[config.mk]
export PLATFORM = sky130hd
export DESIGN_NAME = irq_enable_flag_unit
export DESIGN_NICKNAME = d
export VERILOG_FILES = /design/src/include/irq_pkg.sv /design/src/include/pin_event_if.sv /design/src/design/pin_event_sync.sv /design/src/design/irq_enable_flag_unit.sv
export SDC_FILE = /design/constraint.sdc
export NUM_CORES = 1
export LEC_CHECK = 0
export BUFFER_PORTS_ARGS = -buffer_cell sky130_fd_sc_hd__buf_2
export CAP_MARGIN = 20
export CORE_ASPECT_RATIO = 1.1
export CORE_UTILIZATION = 50
export CTS_CLUSTER_DIAMETER = 40
export CTS_CLUSTER_SIZE = 8
export DETAILED_ROUTE_END_ITERATION = 10
export PLACE_DENSITY = 0.87
export SYNTH_ARGS = -nofsm -noshare
export SYNTH_HDL_FRONTEND = slang
export SYNTH_SLANG_ARGS = --single-unit
[constraint.sdc]
create_clock -name clk -period 4.9 [get_ports clk]
set_clock_uncertainty 0.05 [all_clocks]
set_input_delay 0.49 -clock clk [delete_from_list [all_inputs] [get_ports clk]]
set_output_delay 0.49 -clock clk [all_outputs]
set_load 0.03 [all_outputs]
[src/include/irq_pkg.sv]
package irq_pkg;

   // --------------------------------------------------------------------
   // register word indices (byte address = 4 * index)
   // --------------------------------------------------------------------
   localparam logic [5:0] IDX_FLAGS = 6'h06;
   localparam logic [5:0] IDX_ENABLES = 6'h07;
   localparam logic [5:0] IDX_EVT_STATUS = 6'h08;
   localparam logic [5:0] IDX_EVT_CLEAR = 6'h09;
   localparam logic [5:0] IDX_EVT_ENABLE = 6'h0A;

   // --------------------------------------------------------------------
   // field positions
   // --------------------------------------------------------------------
   localparam int REG_W = 8;
   localparam int BIT_GLOBAL = 7;
   localparam int BIT_TIMER = 4;
   localparam int BIT_SERIAL = 3;
   localparam int BIT_CONVERTER = 2;
   localparam int BIT_PIN1 = 1;
   localparam int BIT_PIN0 = 0;
   localparam int N_PINS = 2;
   localparam int EVT_W = 6;
   localparam int EVT_BAD_ACCESS = 5;

   // --------------------------------------------------------------------
   // implemented-bit masks and reset values
   // --------------------------------------------------------------------
   localparam logic [7:0] FLAGS_MASK = 8'h1F;
   localparam logic [7:0] ENABLES_MASK = 8'h9F;
   localparam logic [7:0] FLAGS_RESET = 8'h00;
   localparam logic [7:0] ENABLES_RESET = 8'h00;
   localparam logic [5:0] EVT_RESET = 6'h00;

   // --------------------------------------------------------------------
   // shared vector of the core
   // --------------------------------------------------------------------
   localparam int PC_W = 13;
   localparam logic [12:0] IRQ_VECTOR = 13'h0004;

endpackage

[src/include/pin_event_if.sv]
`timescale 1ns/1ns
`default_nettype none

// carries raw pin levels in, filtered levels and rise pulses out
interface pin_event_if #(
   parameter int N = 2
);
   logic [N-1:0] raw;
   logic [N-1:0] level;
   logic [N-1:0] rise;

   modport sync (
      input raw,
      output level,
      output rise
   );

   modport user (
      output raw,
      input level,
      input rise
   );
endinterface // pin_event_if

`default_nettype wire

[src/design/pin_event_sync.sv]
`timescale 1ns/1ns
`default_nettype none

module pin_event_sync #(
   parameter int N = 2
) (
   // clock and reset
   input wire logic clk,
   input wire logic rst,
   // pin side and filtered side
   pin_event_if.sync pins
);

   // --------------------------------------------------------------------
   // elaboration check
   // --------------------------------------------------------------------
   if (N < 1) begin : g_bad_n
      $error("pin_event_sync: N must be at least 1");
   end

   logic [N-1:0] sync1_reg;
   logic [N-1:0] sync2_reg;
   logic [N-1:0] sync3_reg;
   logic [N-1:0] level_reg;
   logic [N-1:0] rise_reg;
   logic [N-1:0] agree;

   // three-stage synchroniser, first stage read only by the second
   always_ff @(posedge clk) begin
      if (rst) begin
         sync1_reg <= '0;
         sync2_reg <= '0;
         sync3_reg <= '0;
      end else begin
         sync1_reg <= pins.raw;
         sync2_reg <= sync1_reg;
         sync3_reg <= sync2_reg;
      end
   end

   // a change counts once stages two and three agree
   assign agree = ~(sync2_reg ^ sync3_reg);

   // accepted level and one-cycle rise pulse
   always_ff @(posedge clk) begin
      if (rst) begin
         level_reg <= '0;
         rise_reg <= '0;
      end else begin
         level_reg <= (agree & sync3_reg) | (~agree & level_reg);
         rise_reg <= agree & sync3_reg & ~level_reg;
      end
   end

   assign pins.level = level_reg;
   assign pins.rise = rise_reg;

endmodule // pin_event_sync

`default_nettype wire

[src/design/irq_enable_flag_unit.sv]
// The Avalon-MM register port was chosen for this implementation.
`timescale 1ns/1ns
`default_nettype none

module irq_enable_flag_unit
   import irq_pkg::*;
#(
   parameter int ADDR_W = 8
) (
   // clock and reset
   input wire logic clk,
   input wire logic rst,
   // avalon-mm slave
   input wire logic [ADDR_W-1:0] address,
   input wire logic read,
   input wire logic write,
   input wire logic [31:0] writedata,
   input wire logic [3:0] byteenable,
   output logic [31:0] readdata,
   output logic waitrequest,
   // peripheral events, one-cycle pulses on clk
   input wire logic timer_event,
   input wire logic serial_event,
   input wire logic converter_event,
   // external pins, asynchronous
   input wire logic port_b_line1,
   input wire logic port_b_line0,
   // to the cpu core
   output logic core_irq_request,
   output logic [PC_W-1:0] core_irq_vector,
   // bus-side interrupt
   output logic irq
);

   // --------------------------------------------------------------------
   // elaboration checks
   // --------------------------------------------------------------------
   if (ADDR_W < 6 || ADDR_W > 32) begin : g_bad_addr
      $error("irq_enable_flag_unit: ADDR_W must lie in 6..32");
   end

   // --------------------------------------------------------------------
   // declarations
   // --------------------------------------------------------------------
   logic [7:0] interrupt_flags_reg;
   logic [7:0] interrupt_flags_next;
   logic [7:0] interrupt_enables_reg;
   logic [7:0] interrupt_enables_next;
   logic [EVT_W-1:0] evt_status_reg;
   logic [EVT_W-1:0] evt_status_next;
   logic [EVT_W-1:0] evt_enable_reg;
   logic [EVT_W-1:0] evt_clear;
   logic [EVT_W-1:0] evt_set;
   logic [7:0] flag_set;
   logic [31:0] readdata_reg;
   logic ack_reg;
   logic core_irq_reg;
   logic irq_reg;
   logic request;
   logic wr_take;
   logic rd_take;
   logic low_lane;
   logic [5:0] index;
   logic global_irq_enable;
   logic [7:0] source_enables;
   logic [7:0] pending;

   // filtered pin edges come back over the carrier
   pin_event_if #(.N(N_PINS)) pin_bus ();

   // --------------------------------------------------------------------
   // helper functions
   // --------------------------------------------------------------------

   // word index of a byte address
   function automatic logic [5:0] word_index(input logic [ADDR_W-1:0] a);
      logic [31:0] wide;
      wide = 32'h0000_0000;
      wide[ADDR_W-1:0] = a;
      return wide[7:2];
   endfunction

   // true when an index names a register of this block
   function automatic logic is_mapped(input logic [5:0] idx, input logic [ADDR_W-1:0] a);
      logic [31:0] wide;
      logic upper_zero;
      wide = 32'h0000_0000;
      wide[ADDR_W-1:0] = a;
      upper_zero = (wide[31:8] == 24'h00_0000);
      return upper_zero && (idx == IDX_FLAGS || idx == IDX_ENABLES || idx == IDX_EVT_STATUS ||
                            idx == IDX_EVT_CLEAR || idx == IDX_EVT_ENABLE);
   endfunction

   // --------------------------------------------------------------------
   // pin edge detection
   // --------------------------------------------------------------------

   // external lines into the synchroniser
   assign pin_bus.raw = {port_b_line1, port_b_line0};

   pin_event_sync #(
      .N(N_PINS)
   ) u_pin_sync (
      .clk(clk),
      .rst(rst),
      .pins(pin_bus.sync)
   );

   // --------------------------------------------------------------------
   // bus handshake
   // --------------------------------------------------------------------

   // one wait state: request seen, answered next cycle
   always_ff @(posedge clk) begin
      if (rst) begin
         ack_reg <= 1'b0;
      end else begin
         ack_reg <= (read | write) & ~ack_reg;
      end
   end

   assign waitrequest = (read | write) & ~ack_reg;
   assign index = word_index(address);
   assign low_lane = byteenable[0];
   // write lands at the edge where waitrequest is low
   assign wr_take = write & ack_reg;
   assign rd_take = read & ~ack_reg;

   // --------------------------------------------------------------------
   // source events into flag positions
   // --------------------------------------------------------------------

   always_comb begin
      flag_set = 8'h00;
      flag_set[BIT_TIMER] = timer_event;
      flag_set[BIT_SERIAL] = serial_event;
      flag_set[BIT_CONVERTER] = converter_event;
      flag_set[BIT_PIN1] = pin_bus.rise[1];
      flag_set[BIT_PIN0] = pin_bus.rise[0];
   end

   // --------------------------------------------------------------------
   // flag register
   // --------------------------------------------------------------------

   // sticky flags, event wins over a write
   always_comb begin
      interrupt_flags_next = interrupt_flags_reg | flag_set;
      if (wr_take && low_lane && index == IDX_FLAGS && is_mapped(index, address)) begin
         interrupt_flags_next = (writedata[7:0] & FLAGS_MASK) | flag_set;
      end
   end

   always_ff @(posedge clk) begin
      if (rst) begin
         interrupt_flags_reg <= FLAGS_RESET;
      end else begin
         interrupt_flags_reg <= interrupt_flags_next & FLAGS_MASK;
      end
   end

   // --------------------------------------------------------------------
   // enable register
   // --------------------------------------------------------------------

   always_comb begin
      interrupt_enables_next = interrupt_enables_reg;
      if (wr_take && low_lane && index == IDX_ENABLES && is_mapped(index, address)) begin
         interrupt_enables_next = writedata[7:0] & ENABLES_MASK;
      end
   end

   always_ff @(posedge clk) begin
      if (rst) begin
         interrupt_enables_reg <= ENABLES_RESET;
      end else begin
         interrupt_enables_reg <= interrupt_enables_next;
      end
   end

   // --------------------------------------------------------------------
   // request to the core
   // --------------------------------------------------------------------

   assign global_irq_enable = interrupt_enables_reg[BIT_GLOBAL];
   assign source_enables = interrupt_enables_reg & FLAGS_MASK;
   assign pending = interrupt_flags_reg & source_enables;

   // combine global enable and pending sources
   assign request = global_irq_enable & (|pending);

   always_ff @(posedge clk) begin
      if (rst) begin
         core_irq_reg <= 1'b0;
      end else begin
         core_irq_reg <= request;
      end
   end

   assign core_irq_request = core_irq_reg;
   assign core_irq_vector = IRQ_VECTOR;

   // --------------------------------------------------------------------
   // bus-side event status
   // --------------------------------------------------------------------

   // each flag set and each unmapped access raise a sticky bit
   always_comb begin
      evt_set = {1'b0, flag_set[4:0]};
      evt_set[EVT_BAD_ACCESS] = ((read | write) & ~ack_reg) & ~is_mapped(index, address);
   end

   // write-one-to-clear register, same layout
   always_comb begin
      evt_clear = '0;
      if (wr_take && low_lane && index == IDX_EVT_CLEAR && is_mapped(index, address)) begin
         evt_clear = writedata[EVT_W-1:0];
      end
   end

   // set wins over clear
   assign evt_status_next = (evt_status_reg & ~evt_clear) | evt_set;

   always_ff @(posedge clk) begin
      if (rst) begin
         evt_status_reg <= EVT_RESET;
      end else begin
         evt_status_reg <= evt_status_next;
      end
   end

   // event enable register
   always_ff @(posedge clk) begin
      if (rst) begin
         evt_enable_reg <= EVT_RESET;
      end else if (wr_take && low_lane && index == IDX_EVT_ENABLE && is_mapped(index, address)) begin
         evt_enable_reg <= writedata[EVT_W-1:0];
      end
   end

   // level interrupt while an enabled status bit is set
   always_ff @(posedge clk) begin
      if (rst) begin
         irq_reg <= 1'b0;
      end else begin
         irq_reg <= |(evt_status_next & evt_enable_reg);
      end
   end

   assign irq = irq_reg;

   // --------------------------------------------------------------------
   // read path
   // --------------------------------------------------------------------

   // read back of flags, enables, event status and event enable, unimplemented bits zero
   always_ff @(posedge clk) begin
      if (rst) begin
         readdata_reg <= 32'h0000_0000;
      end else if (rd_take) begin
         readdata_reg <= 32'h0000_0000;
         if (is_mapped(index, address)) begin
            unique case (index)
               IDX_FLAGS: readdata_reg[7:0] <= interrupt_flags_reg & FLAGS_MASK;
               IDX_ENABLES: readdata_reg[7:0] <= interrupt_enables_reg & ENABLES_MASK;
               IDX_EVT_STATUS: readdata_reg[EVT_W-1:0] <= evt_status_reg;
               IDX_EVT_ENABLE: readdata_reg[EVT_W-1:0] <= evt_enable_reg;
               default: readdata_reg <= 32'h0000_0000; // clear register reads zero
            endcase
         end
      end
   end

   assign readdata = readdata_reg;

endmodule // irq_enable_flag_unit

`default_nettype wire

# Word level (Yosys, flattened, before mapping)

Index checks and enable logic that the tools add are counted.

Equality and inequality tests: 5
Multiplexer cells: 5
Bitwise operators: 23
Reduce and logical (&&, ||, !) cells: 15

Operators with widths:

| kind                 | number |
|---|---|
| $pmux W6 S4          | 1 |
| $eq A6 B4 Y1 const B | 3 |
| $and A6 B6 Y6        | 2 |
| $eq A6 B3 Y1 const B | 2 |
| $or A5 B5 Y5         | 2 |
| $logic_and A1 B1 Y1  | 9 |
| $mux W8              | 1 |
| $reduce_or A8 Y1     | 1 |
| $and A2 B2 Y2        | 3 |
| $mux W6              | 1 |
| $not A2 Y2           | 3 |
| $not A6 Y6           | 1 |
| $or A6 B6 Y6         | 1 |
| $reduce_or A6 Y1     | 1 |
| $and A1 B1 Y1        | 5 |
| $and A5 B5 Y5        | 1 |
| $mux W5              | 1 |
| $logic_or A1 B1 Y1   | 4 |
| $mux W2              | 1 |
| $not A1 Y1           | 2 |
| $or A2 B2 Y2         | 1 |
| $xor A2 B2 Y2        | 1 |
| $or A1 B1 Y1         | 1 |

Register bits after elaboration: 68
Input port bits: 53
Output and inout port bits: 48
Word-level logic and storage cells: 61

# Logic depth before layout (Yosys ltp)

Depth after elaboration: 12
Depth in mapped cells: 7

# Modules after synthesis

A second synthesis with hierarchy kept.

Cells, all modules: 242
Area, all modules: 2,154.6 um2

By module, submodules not included:

| module               | instances | cells an instance | area each (um2) | sequential area each (um2) |
|---|---|---|---|---|
| irq_enable_flag_unit | 1         | 217               | 1,828.0         | 660.6 |
| pin_event_sync       | 1         | 25                | 326.6           | 200.2 |

# Worst setup path before layout

No wires, ideal clock.

Kind: input-to-reg
Start: in address[7]
End: reg irq_reg (netlist: irq)
Library setup time: 133 ps
Data arrival time: 1,712 ps
Setup slack: 3,005 ps
Cell stages on the path: 5
Path buffers: 0
Path through: or3b_1 nor4_4 nand2_2 a311oi_1 a31oi_1

Longest elaborated chain between the ends: 12
Elaborated cells between the ends (all ways): 19

Ends and longest elaborated chain:

| what                             | line                        | source |
|---|---|---|
| start, declared                  | irq_enable_flag_unit.sv:14  | `input wire logic [ADDR_W-1:0] address,` |
| $eq A6 B3 Y1 (on tied branches)  | -                           |  |
| $logic_or A1 B1 Y1 (3 in series) | irq_enable_flag_unit.sv:90  | `return upper_zero && (idx == IDX_FLAGS \|\| idx == IDX_ENABLES \|\| idx == IDX_EVT_STATUS \|\|` |
| $logic_or A1 B1 Y1               | irq_enable_flag_unit.sv:91  | `idx == IDX_EVT_CLEAR \|\| idx == IDX_EVT_ENABLE);` |
| $logic_and A1 B1 Y1              | irq_enable_flag_unit.sv:216 | `if (wr_take && low_lane && index == IDX_EVT_CLEAR && is_mapped(index, address)) begin` |
| $mux W6                          | irq_enable_flag_unit.sv:216 |  |
| $not A6 Y6                       | irq_enable_flag_unit.sv:222 | `assign evt_status_next = (evt_status_reg & ~evt_clear) \| evt_set;` |
| $and A6 B6 Y6                    | irq_enable_flag_unit.sv:222 |  |
| $or A6 B6 Y6 *                   | irq_enable_flag_unit.sv:222 |  |
| $and A6 B6 Y6 *                  | irq_enable_flag_unit.sv:246 | `irq_reg <= \|(evt_status_next & evt_enable_reg);` |
| $reduce_or A6 Y1 *               | irq_enable_flag_unit.sv:246 |  |
| end signal, assigned             | irq_enable_flag_unit.sv:246 |  |
| end, declared                    | irq_enable_flag_unit.sv:58  | `logic irq_reg;` |

Mark *: on every way between the ends. The rest lies on a longest branch, timed or not.
A chain may end at the register's enable or synchronous reset.

# Worst setup path in the final report

Ends and elaborated chain as after synthesis.

==> results.md <==
Synth:
- After technology mapping, the gate count stands at about 250.
- During synthesis, Yosys emitted a total of 0 warnings.
- In this run the mean area of a mapped cell was roughly 8.8 µm².
- The number of synthesized register bits is 43.
- The part of the Yosys area used for sequential elements is 39.79%.
- Counting distinct cell types in the post-synthesis netlist gives 41.
- The async set or reset register ratio after synthesis is 0%.
- In this run the cell area of the synthesized design comes to 2163 µm².
- For this run, the leading register cell type out of synthesis is dfxtp_1.
- Counting flops with a built-in enable in the synthesized netlist gives 0.

Floorplan:
- The vertical die dimension is 70.99 µm.
- In this run the standard cell core region covers 4054 µm².
- The initial utilization of the core area, before any placement, comes to 53.36%.
- The floorplan has 24 rows.
- Measured along the x axis, the die boundary spans around 65 µm.
- The count of pins on the block boundary is about 100.
- The die covers 4594 µm².

Clock network:
- The cts-stage hold buffer count is 0.
- CTS saw 43 sinks.
- After clock tree synthesis, the setup repair step added 0 buffers.
- The number of gates resized after CTS was 0.
- The cell at the root of the clock tree is clkbuf_8.
- Clock latency on the worst-skew pair, taken at its later pin, is ~0.30 ns.
- CTS built an H-tree with a depth of 2.
- The CTS tree is yes.
- Clock tree synthesis inserted a total of 5 buffers.
- In this run the deepest clock path goes through 2 buffers.
- After clock tree synthesis, the clock-pin slew on the worst setup and hold paths is 0.07 ns.

STA:
- The final clock period utilization by the worst path is 42.27%.
- Setup repair after global routing left no endpoint under its margin.
- The final-layout setup total negative slack is 0 ns.
- Setup violations remaining at the end of the flow were counted as 0.
- The number of pins exceeding their max-slew limit in the final report came to 0.
- At the pin with the least slew margin, the transition time is 0.6936 ns.
- The time the final worst path needs with I/O delays and setup is 2.071 ns.
- Timing would allow up to 482.8 MHz.
- The number of hold-slack violations in the final timing report was 0.
- Measured against its own limit, the worst slew margin works out to 53.76%.

Detailed routing:
- The detail route stage leaves a number of antenna-violating nets equal to 0.
- The via total after detailed routing is 1,625.
- The number of violations reported at the end of detailed-routing iteration 0 is 119.
- After detailed routing, the number of remaining DRC violations is 0.
- The final layout contains routed wiring with a total length of 3820 µm.
- The detailed-route vias per instance is 4.969.
- The wire length per cell after detailed routing is 11.68 µm.
- For this run, the detailed router's first-pass iteration total came to 4.

Global routing:
- The maximum number of pins on one net before global-route repair is 41.
- In the global route stage, overall resource usage came out at 18.69%.
- The via count of the first global-routing pass is between 1,000 and 1,500.
- The remaining global-route overflow is 0.
- The initial antenna violation count was 0.
- The first global-routing pass estimated ~6500 µm of wire.

Worst setup path:
- The most critical setup path has its startpoint at address[7].
- For the worst setup path, the data required time is 5.00 ns.
- The worst register-to-register path ends at irq$_SDFF_PP0_.
- The setup path with the least slack is of type in -> reg.
- The startpoint identified for the worst register-to-register timing path is ack_reg$_SDFF_PP0_.
- The worst-case register-to-register setup slack is 3.00 ns.
- For the worst flop-to-flop path, the logic depth is 5.
- The worst setup path is captured at a flop.
- The launching element type of the critical path is an input pin.
- The maximum net fanout on the critical path is 8.
- At the worst endpoint, the arrival time is about 2.2 ns.

Hold path:
- The instance count along the most critical hold path is 2.
- The startpoint identified for the worst hold timing path is port_b_line0.
- The path class of the lowest-slack min-delay path is in -> reg.
- The path with the worst hold slack has its endpoint at u_pin_sync.sync1_reg[0]$_SDFF_PP0_.

Pwr:
- The power density of the placed cells is 316.4 nW/µm².
- VDD sags by at most 0.0001845 V.
- The net load switching power is ~0.19 mW.
- Summing internal, switching and leakage power gives 0.7308 mW.
- The part of the total power dissipated in combinational logic is between 10% and 20%.
- The sequential fraction of design power is around half.
- The relative contribution of the clock network to total power is 38.9%.
- The net switching fraction of the power is 25.98%.
- The internal power summed over all cells is 0.5410 mW.
- The static power due to leakage is 1.014 nW.

Placed design:
- The HPWL after detailed placement is 2833 µm.
- Summing all placed instances gives a cell area of 2192 µm².
- In this run the tool buffered the top-level ports with 32 buffer cells.
- The routability congestion estimate is between 0.7 and 0.8.

Cells and area:
- The register with the most flip-flops in the layout has 7 of them.
- The number of antenna diodes is 0.
- The number of nets in the finished design is 329.
- The post-route cell area is 2310 µm².
- Relative to the synthesized area, the layout overhead comes to 6.767%.
- The post-route netlist has 18.18% of its cells at a drive strength greater than 1.

Run status:
- The flow ran to the end, and the final reports show no timing, DRC or antenna violations.

Job:
- Max-cap violations in this run came to 0.
worst max-delay path, stage by stage:
cell and delay (ns):
buf_2 0.11, or3b_1 0.45, nor4_4 0.50, a21boi_0 0.20
o21ai_0 0.29, a31oi_1 0.13
how the worst max path moves through the flow:
stage,endpoint,slack [ns],cells after the start
final,irq$_SDFF_PP0_,2.83,6
after CTS,irq$_SDFF_PP0_,2.81,6
after detailed placement,irq$_SDFF_PP0_,2.51,6
after global placement,irq$_SDFF_PP0_,2.53,6
after floorplan,irq$_SDFF_PP0_,3.01,5
after global routing,irq$_SDFF_PP0_,2.66,6
Yosys cell counts (all sizes together), types with 2 or more instances:
library cell,number,share of area (%)
dfxtp,43,40
buf,42,14
nor2,24,4.9
nand2,21,3.9
mux2i,19,8.8
a21oi,18,4.2
o21ai,15,3.5
nor2b,11,3.2
nand3,8,1.9
a221oi,5,2.0
clkbuf,5,0.87
inv,5,0.87
nand2b,3,1.2
nor3b,3,1.0
and3b,2,0.87
conb,2,0.35
ha,2,1.2
nor3,2,0.46
per-stage QoR:
stage | instances | utilization, % | hold WS [ns] | worst slack (ns)
after detailed placement | 319 | 54.07 | 0.3611 | 2.511
after floorplan | 282 | - | 0.3476 | 3.005
after global routing | 327 | 56.98 | 0.3457 | 2.663
final | 327 | 56.98 | 0.3497 | 2.829
after global placement | 319 | 54.07 | 0.3580 | 2.534
after CTS | 327 | 56.98 | 0.3424 | 2.813
area by class of cell:
class / instances / area [µm²]
clock buffers: 6 / 82.58
clock inverters: 2 / 35.03
fillers: 370 / 1744
inverters: 5 / 18.77
multi-input cells: 187 / 1087
flip-flops and latches: 43 / 860.8
well taps: 52 / 65.06
repair buffers: 32 / 160.2
per-layer routing:
metal	routed length [µm]	GRT usage, %
met1	1603	20.97
met2	1931	31.48
met3	210	5.645
met4	74	9.877
met5	0	0
cell usage in the layout, fill, tap and decap left out, types with 2 or more instances in the layout:
master / count
dfxtp_1: 43
conb_1: 38
buf_2: 32
nor2_1: 23
nand2_1: 19
mux2i_1: 19
a21oi_1: 18
o21ai_0: 15
nor2b_1: 11
nand3_1: 8
clkbuf_8: 6
inv_1: 5
a221oi_1: 5
nor3b_1: 3
nand2_2: 2
nand2b_1: 2
nor3_1: 2
ha_1: 2
power groups by stage:
stage | sequential [mW] | combinational, mW | clock [mW]
after floorplan | 0.369 | 0.0899 | 0
after global placement | 0.370 | 0.0829 | 0
after detailed placement | 0.370 | 0.0840 | 0
after CTS | 0.362 | 0.0843 | 0.290
after global routing | 0.363 | 0.0918 | 0.304
final | 0.362 | 0.0847 | 0.284
cell families (layout without fill, tap and decap cells):
family,Yosys count,after routing,synth area share [%]
compound gates,47,47,13.25
flops,43,43,39.79
fa+ha+maj,2,2,1.157
mux,19,19,8.791
other cells,2,38,0.3472
buf+inv,52,45,16.19
simple gates,81,81,20.47
(Power assumes the default switching activity.)
